===== config.mk =====
export PLATFORM = sky130hd
export DESIGN_NAME = ils_scoreboard
export DESIGN_NICKNAME = d
export VERILOG_FILES = /design/src/ils_scoreboard.v /design/src/ils_class_decode.v /design/src/ils_reg_timer.v
export VERILOG_INCLUDE_DIRS = /design/src /design/src/src
export SDC_FILE = /design/constraint.sdc
export NUM_CORES = 1
export LEC_CHECK = 0
export BUFFER_PORTS_ARGS = -buffer_cell sky130_fd_sc_hd__buf_2
export CAP_MARGIN = 30
export CORE_MARGIN = 2
export CORE_UTILIZATION = 50
export CTS_CLUSTER_DIAMETER = 100
export DETAILED_ROUTE_END_ITERATION = 16
export PLACE_DENSITY_LB_ADDON = 0.1
export REMOVE_ABC_BUFFERS = 1
export SLEW_MARGIN = 20
export SYNTH_ARGS = -nofsm -noshare
export SYNTH_HDL_FRONTEND = slang
export SYNTH_SLANG_ARGS = --single-unit

===== constraint.sdc =====
create_clock -name clk_sys -period 9.8 [get_ports clk_sys]
set_input_delay 2.94 -clock clk_sys [delete_from_list [all_inputs] [get_ports clk_sys]]
set_output_delay 2.94 -clock clk_sys [all_outputs]
set_load 0.05 [all_outputs]

===== src/ils_regs.vh =====
// Latency, repeat and class constants for the issue latency scoreboard
`ifndef ILS_REGS_VH
`define ILS_REGS_VH
// Clock rate of the core clock in MHz
`define ILS_CLK_MHZ 10
// Instruction class codes presented by decode
`define ILS_CL_W 5
`define ILS_CL_ALU 5'h00
`define ILS_CL_JAL 5'h01
`define ILS_CL_LOAD 5'h02
`define ILS_CL_STORE 5'h03
`define ILS_CL_FSTORE 5'h04
`define ILS_CL_MUL 5'h05
`define ILS_CL_MULW 5'h06
`define ILS_CL_REM 5'h07
`define ILS_CL_FMA 5'h08
`define ILS_CL_FSUB 5'h09
`define ILS_CL_FSGNJ 5'h0A
`define ILS_CL_FSQRTD 5'h0B
`define ILS_CL_FSQRTS 5'h0C
`define ILS_CL_MVXF 5'h0D
`define ILS_CL_MVFX 5'h0E
`define ILS_CL_XRET 5'h0F
// Unit codes
`define ILS_UNIT_W 3
`define ILS_U_ALU 3'h0
`define ILS_U_CTU 3'h1
`define ILS_U_LSU 3'h2
`define ILS_U_MUL 3'h3
`define ILS_U_DIV 3'h4
`define ILS_U_FLONG 3'h5
`define ILS_U_FSHORT 3'h6
`define ILS_U_DGU 3'h7
// Latencies and repeat rates in cycles
`define ILS_LAT_W 4
`define ILS_LAT_0 4'h0
`define ILS_LAT_1 4'h1
`define ILS_LAT_3 4'h3
`define ILS_LAT_4 4'h4
`define ILS_LAT_8 4'h8
`define ILS_RATE_1 4'h1
// Variable-latency bounds, for reference by the execution units
`define ILS_REM_MIN 7
`define ILS_REM_MAX 22
`define ILS_SQRTD_MIN 23
`define ILS_SQRTD_MAX 24
`define ILS_SQRTS_MIN 14
`define ILS_SQRTS_MAX 22
`endif


===== src/ils_scoreboard.v =====
// Issue latency scoreboard: holds dependent and unit-conflicting instructions
// What this block does
// - Dependent instruction waits until producer latency elapsed since producer issue.
// - Same-unit independent instructions spaced by at least the repeat rate.
// - Integer-to-float word move: latency 1, one per cycle.
// - Float-to-integer move: latency 1, one per cycle.
// - Fused multiply-add forms: long float pipe, latency 8, rate 1.
// - Sign injection forms: short float pipe, latency 1, rate 1.
// - Double square root: long pipe, 23 to 24 cycles, unpipelined.
// - Single square root: long pipe, 14 to 22 cycles, unpipelined.
// - Float subtract: long pipe, latency 4, rate 1.
// - Integer loads: load/store unit, latency 4, one per cycle.
// - Integer stores: no result, one per cycle on load/store unit.
// - Float stores: no result latency, one per cycle.
// - Full multiplies: multiplier unit, latency 4, rate 1.
// - Word multiply: latency 3, rate 1.
// - Remainder: divider, 7 to 22 cycles, unpipelined.
// - Simple integer ops: latency 1, rate 1, two ALUs.
// - Mode returns and wait-for-interrupt: decode/graduation unit, latency 3.
// - Jump and link forms: control-transfer unit, latency 1, rate 1.
`timescale 1ns/1ps
`include "ils_regs.vh"
module ils_scoreboard #(
  parameter NREG = 64,
  parameter RW = 6
) (
  input wire clk_sys,
  input wire reset,
  input wire dec_valid,
  input wire [`ILS_CL_W-1:0] dec_class,
  input wire dec_src1_en,
  input wire [RW-1:0] dec_src1,
  input wire dec_src2_en,
  input wire [RW-1:0] dec_src2,
  input wire dec_src3_en,
  input wire [RW-1:0] dec_src3,
  input wire dec_dst_en,
  input wire [RW-1:0] dec_dst,
  input wire div_done,
  input wire sqrt_done,
  output reg issue_r,
  output reg [`ILS_UNIT_W-1:0] issue_unit_r,
  output reg issue_alu_sel_r,
  output reg stall_r,
  output reg div_busy_r,
  output reg sqrt_busy_r
);
  wire [`ILS_UNIT_W-1:0] unit;
  wire [`ILS_LAT_W-1:0] lat;
  wire [`ILS_LAT_W-1:0] rate;
  wire var_lat;
  wire has_dst;
  wire [NREG-1:0] reg_busy;
  // Per-unit repeat countdown; index by unit code
  reg [`ILS_LAT_W-1:0] unit_cnt_r [0:7];
  reg alu_last_r;
  reg [`ILS_UNIT_W-1:0] unit_d;
  reg dep_hit;
  reg unit_hit;
  reg go;
  reg wr_dst;
  reg is_div;
  reg is_sqrt;
  integer k;
  // Which variable unit owns each pending register (1 = divider)
  reg [NREG-1:0] dq_r;

  ils_class_decode u_dec (
    .cls(dec_class),
    .unit(unit),
    .lat(lat),
    .rate(rate),
    .var_lat(var_lat),
    .has_dst(has_dst)
  );

  genvar g;
  generate
    for (g = 0; g < NREG; g = g + 1) begin : g_reg
      wire ld;
      wire dn;
      assign ld = go && wr_dst && (dec_dst == g);
      // Completion frees only registers owned by that variable unit
      assign dn = (div_done && (dq_r[g] == 1'b1)) || (sqrt_done && (dq_r[g] == 1'b0));
      ils_reg_timer u_tmr (
        .clk_sys(clk_sys),
        .reset(reset),
        .load(ld),
        .lat(lat),
        .var_lat(var_lat),
        .done(dn),
        .busy(reg_busy[g])
      );
    end
  endgenerate

  always @* begin
    is_div = (unit == `ILS_U_DIV);
    is_sqrt = var_lat && (unit == `ILS_U_FLONG);
    wr_dst = has_dst && dec_dst_en && (dec_dst != {RW{1'b0}});
    // Dependence check on sources and on the destination itself
    dep_hit = (dec_src1_en && reg_busy[dec_src1]) ||
              (dec_src2_en && reg_busy[dec_src2]) ||
              (dec_src3_en && reg_busy[dec_src3]) ||
              (wr_dst && reg_busy[dec_dst]);
    unit_d = unit;
    unit_hit = (unit_cnt_r[unit] > `ILS_LAT_1);
    if (is_div && div_busy_r)
      unit_hit = 1'b1;
    if ((unit == `ILS_U_FLONG) && sqrt_busy_r)
      unit_hit = 1'b1;
    if (is_sqrt && (unit_cnt_r[`ILS_U_FLONG] != `ILS_LAT_0))
      unit_hit = 1'b1;
    go = dec_valid && !dep_hit && !unit_hit;
  end

  always @(posedge clk_sys) begin
    if (reset) begin
      for (k = 0; k < 8; k = k + 1)
        unit_cnt_r[k] <= `ILS_LAT_0;
      alu_last_r <= 1'b0;
      dq_r <= {NREG{1'b0}};
      issue_r <= 1'b0;
      issue_unit_r <= `ILS_U_ALU;
      issue_alu_sel_r <= 1'b0;
      stall_r <= 1'b0;
      div_busy_r <= 1'b0;
      sqrt_busy_r <= 1'b0;
    end else begin
      for (k = 0; k < 8; k = k + 1)
        if (unit_cnt_r[k] != `ILS_LAT_0)
          unit_cnt_r[k] <= unit_cnt_r[k] - `ILS_LAT_1;
      // ALU pair alternates; with rate 1 both are free every cycle
      if (go && (unit == `ILS_U_ALU)) begin
        alu_last_r <= ~alu_last_r;
      end else if (go) begin
        unit_cnt_r[unit_d] <= rate;
      end
      if (go && wr_dst)
        dq_r[dec_dst] <= is_div;
      // Done wins only when no new op issues to that same unit in the same cycle
      if (go && is_div)
        div_busy_r <= 1'b1;
      else if (div_done)
        div_busy_r <= 1'b0;
      if (go && is_sqrt)
        sqrt_busy_r <= 1'b1;
      else if (sqrt_done)
        sqrt_busy_r <= 1'b0;
      issue_r <= go;
      issue_unit_r <= unit;
      issue_alu_sel_r <= alu_last_r;
      stall_r <= dec_valid && !go;
    end
  end
endmodule


===== src/ils_class_decode.v =====
// Maps an instruction class to its unit, latency, repeat rate and variable flag
`timescale 1ns/1ps
`include "ils_regs.vh"
module ils_class_decode (
  input wire [`ILS_CL_W-1:0] cls,
  output reg [`ILS_UNIT_W-1:0] unit,
  output reg [`ILS_LAT_W-1:0] lat,
  output reg [`ILS_LAT_W-1:0] rate,
  output reg var_lat,
  output reg has_dst
);
  always @* begin
    unit = `ILS_U_ALU;
    lat = `ILS_LAT_1;
    rate = `ILS_RATE_1;
    var_lat = 1'b0;
    has_dst = 1'b1;
    case (cls)
      `ILS_CL_ALU: unit = `ILS_U_ALU;
      `ILS_CL_JAL: unit = `ILS_U_CTU;
      `ILS_CL_LOAD: begin
        unit = `ILS_U_LSU;
        lat = `ILS_LAT_4;
      end
      `ILS_CL_STORE: begin
        unit = `ILS_U_LSU;
        lat = `ILS_LAT_0;
        has_dst = 1'b0;
      end
      `ILS_CL_FSTORE: begin
        unit = `ILS_U_LSU;
        lat = `ILS_LAT_0;
        has_dst = 1'b0;
      end
      `ILS_CL_MUL: begin
        unit = `ILS_U_MUL;
        lat = `ILS_LAT_4;
      end
      `ILS_CL_MULW: begin
        unit = `ILS_U_MUL;
        lat = `ILS_LAT_3;
      end
      `ILS_CL_REM: begin
        unit = `ILS_U_DIV;
        lat = `ILS_LAT_0;
        rate = `ILS_LAT_0;
        var_lat = 1'b1;
      end
      `ILS_CL_FMA: begin
        unit = `ILS_U_FLONG;
        lat = `ILS_LAT_8;
      end
      `ILS_CL_FSUB: begin
        unit = `ILS_U_FLONG;
        lat = `ILS_LAT_4;
      end
      `ILS_CL_FSGNJ: unit = `ILS_U_FSHORT;
      `ILS_CL_FSQRTD, `ILS_CL_FSQRTS: begin
        unit = `ILS_U_FLONG;
        lat = `ILS_LAT_0;
        rate = `ILS_LAT_0;
        var_lat = 1'b1;
      end
      `ILS_CL_MVXF: unit = `ILS_U_FLONG;
      `ILS_CL_MVFX: unit = `ILS_U_FSHORT;
      `ILS_CL_XRET: begin
        unit = `ILS_U_DGU;
        lat = `ILS_LAT_3;
        rate = `ILS_LAT_0;
        var_lat = 1'b0;
      end
      default: unit = `ILS_U_ALU;
    endcase
  end
endmodule


===== src/ils_reg_timer.v =====
// Per-register result-ready countdown with a pending flag for variable latency
`timescale 1ns/1ps
`include "ils_regs.vh"
module ils_reg_timer (
  input wire clk_sys,
  input wire reset,
  input wire load,
  input wire [`ILS_LAT_W-1:0] lat,
  input wire var_lat,
  input wire done,
  output wire busy
);
  reg [`ILS_LAT_W-1:0] cnt_r;
  reg pend_r;
  assign busy = (cnt_r > `ILS_LAT_1) || pend_r;
  always @(posedge clk_sys) begin
    if (reset) begin
      cnt_r <= `ILS_LAT_0;
      pend_r <= 1'b0;
    end else if (load) begin
      cnt_r <= lat;
      pend_r <= var_lat;
    end else begin
      if (cnt_r != `ILS_LAT_0)
        cnt_r <= cnt_r - `ILS_LAT_1;
      if (done)
        pend_r <= 1'b0;
    end
  end
endmodule


==> results.sh <==
export IMPL_outcome="complete, no violations"
export IMPL_ys_types=93
export IMPL_antenna_found_initial=8
export IMPL_leakage_nw=11.5
export IMPL_finish_utilization=0.550
export IMPL_cts_made_buffers=49
export IMPL_relSlewSlack=0.274
export IMPL_port_buffers=45
export IMPL_via_per_inst=6.18
export IMPL_grt_max_degree=114
export IMPL_vdd_drop_max_mv=0.170
export IMPL_hold_class="reg2reg"
export IMPL_setup_violations_final=0
export IMPL_finClkSkew_ns=0.0247
export IMPL_min_from="g_reg[0].u_tmr.pend_r"
export IMPL_fp_coreArea_mm2=0.0523
export IMPL_final_antenna_net_count=0
export IMPL_clock_latency_ns=0.60
export IMPL_wl_per_cell_um=22.9
export IMPL_clk_pin_slew_worst_paths_ns=0.06
export IMPL_p_total_mw=8.67
export IMPL_critPathMaxStageDelay_ns=0.93
export IMPL_start_util=0.503
export IMPL_finalInstanceArea_mm2=0.0288
export IMPL_cap_violations=0
export IMPL_worstSetupStartpointType="input port"
export IMPL_min_path_cells=1
export IMPL_drc=0
export IMPL_dieArea_mm2=0.0545
export IMPL_setup_tns_ns=0
export IMPL_synth_area_top_cells="dfxtp_1, ha_1, mux2i_1"
export IMPL_cts_setup_buffers=0
export IMPL_grt_pass1_wl_um=134000
export IMPL_nNetsFinal=3316
export IMPL_fp_row_count=84
export IMPL_h_tree_depth=2
export IMPL_netlist_area_mm2=0.0263
export IMPL_seq_area_frac_synth=0.326
export IMPL_timing_hold_ws_ns=0.457
export IMPL_cts_tree="yes"
export IMPL_synth_area_per_cell_um2=8.33
export IMPL_multi_input_area_mm2=0.0163
export IMPL_r2r_slack_ns=5.15
export IMPL_placed_area_mm2=0.0272
export IMPL_required_ns=10.27
export IMPL_reg2regPathDepth=12
export IMPL_post_cts_resized=0
export IMPL_via_count=23900
export IMPL_clk_path_buf_depth=3
export IMPL_synth_warnings=0
export IMPL_place_gp_congestion=1.01
export IMPL_routed_wirelength_um=88500
export IMPL_die_w_um=233
export IMPL_finalHoldViolCount=0
export IMPL_cts_sinks=425
export IMPL_synth_top_cell_by_area="dfxtp_1"
export IMPL_synth_edf_count=8
export IMPL_drt_iter0_markers=2221
export IMPL_syn_inst=3159
export IMPL_crit_type="in2reg"
export IMPL_io_pins=46
export IMPL_dp_hpwl_um=58500
export IMPL_tightest_slew_ns=1.08
export IMPL_period_share=0.712
export IMPL_end_kind="flop"
export IMPL_whs_endpoint="g_reg[0].u_tmr.pend_r"
export IMPL_fp_dieH_um=233
export IMPL_path_cells="buf_2 > inv_1 > mux4_2 > o22ai_1 > or4b_2 > a32oi_1 > and4_4 > buf_12 > nand3_1 > mux2_2"
export IMPL_power_density_mw_per_mm2=301
export IMPL_clock_fmax_ghz=0.143
export IMPL_period_needed_ns=6.97
export IMPL_r2r_start="g_reg[23].u_tmr.cnt_r[1]"
export IMPL_synth_top_cells_by_count="dfxtp_1, nand2_1, nor2_1"
export IMPL_seqCellArea_mm2=0.00859
export IMPL_async_reset_ff_frac=0
export IMPL_drt_pass1_iter_count=5
export IMPL_drv_slew=0
export IMPL_synth_top_flop_cell="dfxtp_1"
export IMPL_critPathArrivalTime_ns=7.45
export IMPL_grt_use_total=0.320
export IMPL_synth_top_area_frac=0.317
export IMPL_first_global_vias=22500
export IMPL_yosysMostFrequentCell="dfxtp_1"
export IMPL_syn_to_final_growth_pct=9.32
export IMPL_grt_overflow=0
export IMPL_nFillCells=4835
export IMPL_ctsHoldBuffers=0
export IMPL_crit_fanout=54
export IMPL_worst_path_max_delay_cell="and4_4"
export IMPL_ys_ff_latch=425
export IMPL_cts_root_buf="clkbuf_16"
export IMPL_drive_above_1_share=0.126
export IMPL_rsz0062_at_grt="no"
export IMPL_r2r_end="g_reg[16].u_tmr.cnt_r[3]"
==> per-layer routing <==
layer | vias up | GRT usage | wire, µm | part of all wire
met5 | - | 0 | 55 | 0.00062
met4 | 8 | 0.129 | 3580 | 0.040
met3 | 205 | 0.0616 | 6920 | 0.078
met2 | 933 | 0.515 | 39700 | 0.45
met1 | 11500 | 0.422 | 38300 | 0.43
li1 | 11300 | - | - | -
==> placed cells by master (no fill, tap or decap), types with 8 or more instances in the layout <==
cell type | Yosys | layout
nor2_1 | 265 | 265
ha_1 | 137 | 137
or3_1 | 84 | 84
xnor2_1 | 66 | 66
and2_1 | 10 | 10
or3b_2 | 27 | 27
mux4_2 | 21 | 21
mux2_2 | 78 | 78
nand3_2 | 54 | 54
o211ai_1 | 79 | 79
mux2_1 | 61 | 61
o31ai_1 | 17 | 17
and3_1 | 24 | 23
a21oi_1 | 138 | 136
buf_2 | 21 | 44
nand4_1 | 9 | 9
nand2b_1 | 23 | 23
nor4_1 | 32 | 32
a21boi_0 | 17 | 17
clkbuf_16 | 0 | 51
nand3_1 | 81 | 81
dfxtp_1 | 417 | 417
a21bo_2 | 8 | 8
or2_2 | 9 | 9
nor3_1 | 141 | 140
o21ai_0 | 184 | 184
nand2_1 | 387 | 386
nor2b_1 | 16 | 16
nand3b_1 | 9 | 9
a211oi_1 | 8 | 8
edfxtp_1 | 8 | 8
inv_1 | 191 | 190
o2111ai_1 | 58 | 57
a31oi_1 | 8 | 8
clkbuf_1 | 112 | 20
buf_4 | 10 | 45
mux2i_1 | 158 | 158
or4_1 | 9 | 9
==> per-stage QoR <==
step,instances,worst slack (ns)
after floorplan,2994,0.540
after global placement,3774,2.42
after detailed placement,3775,2.38
after CTS,3865,3.00
after global routing,3870,2.70
final,3872,2.83
==> power breakdown <==
group	total, mW	internal (mW)	leakage [nW]	switching [mW]
registers	2.67	2.21	3.50	0.462
logic	4.21	1.86	7.28	2.35
clock network	1.79	1.04	0.754	0.755
==> flip-flops by register name, summed over array words and instances, names as in the netlist <==
name	flops
dq_r	64
issue_r	1
stall_r	1
sqrt_busy_r	1
unit_cnt_r	32
g.u_tmr.pend_r	64
issue_unit_r	3
alu_last_r	1
div_busy_r	1
issue_alu_sel_r	1
g.u_tmr.cnt_r	256
==> logic make-up (layout without fill, tap and decap cells) <==
group / count (synthesis) / after routing / synth area share
muxes: 318 / 318 / 0.138
buffers and inverters: 360 / 381 / 0.0549
other: 0 / 4 / 0
xor gates and xnor gates: 66 / 66 / 0.0220
adders and majority gates: 137 / 137 / 0.0651
DFF: 425 / 425 / 0.326
and+or+nand+nor: 1218 / 1218 / 0.234
AOI/OAI and AO/OA: 635 / 635 / 0.160
==> critical path, delay by kind of cell <==
kind	cells	cell delay, ns
compound gates	2	0.54
buf+inv	3	1.26
mux	2	0.83
simple gates	3	1.80
==> cell type report <==
cell class / count / area share
Timing Repair Buffer: 96 / 0.0235
Antenna cell: 4 / 0.000348
Multi-Input combinational cell: 2374 / 0.568
Clock buffer: 78 / 0.0503
Tap cell: 688 / 0.0299
Inverter: 195 / 0.0257
Clock inverter: 12 / 0.00352
Sequential cell: 425 / 0.299
==> how the worst max path moves through the flow <==
stage / from / endpoint / slack [ns] / cells past startpoint
5_1_grt: dec_src1[1] / g_reg[21].u_tmr.cnt_r[2] / 2.70 / 10
3_5_place_dp: dec_src1[1] / g_reg[63].u_tmr.cnt_r[0] / 2.38 / 10
4_1_cts: dec_src1[1] / g_reg[18].u_tmr.cnt_r[0] / 3.00 / 10
2_1_floorplan: dec_class[0] / g_reg[56].u_tmr.cnt_r[0] / 0.54 / 9
3_3_place_gp: dec_src2[1] / g_reg[63].u_tmr.cnt_r[0] / 2.42 / 11
6_report: dec_src1[1] / g_reg[16].u_tmr.cnt_r[3] / 2.83 / 10
Note: power is estimated with default switching activity, not from simulation.
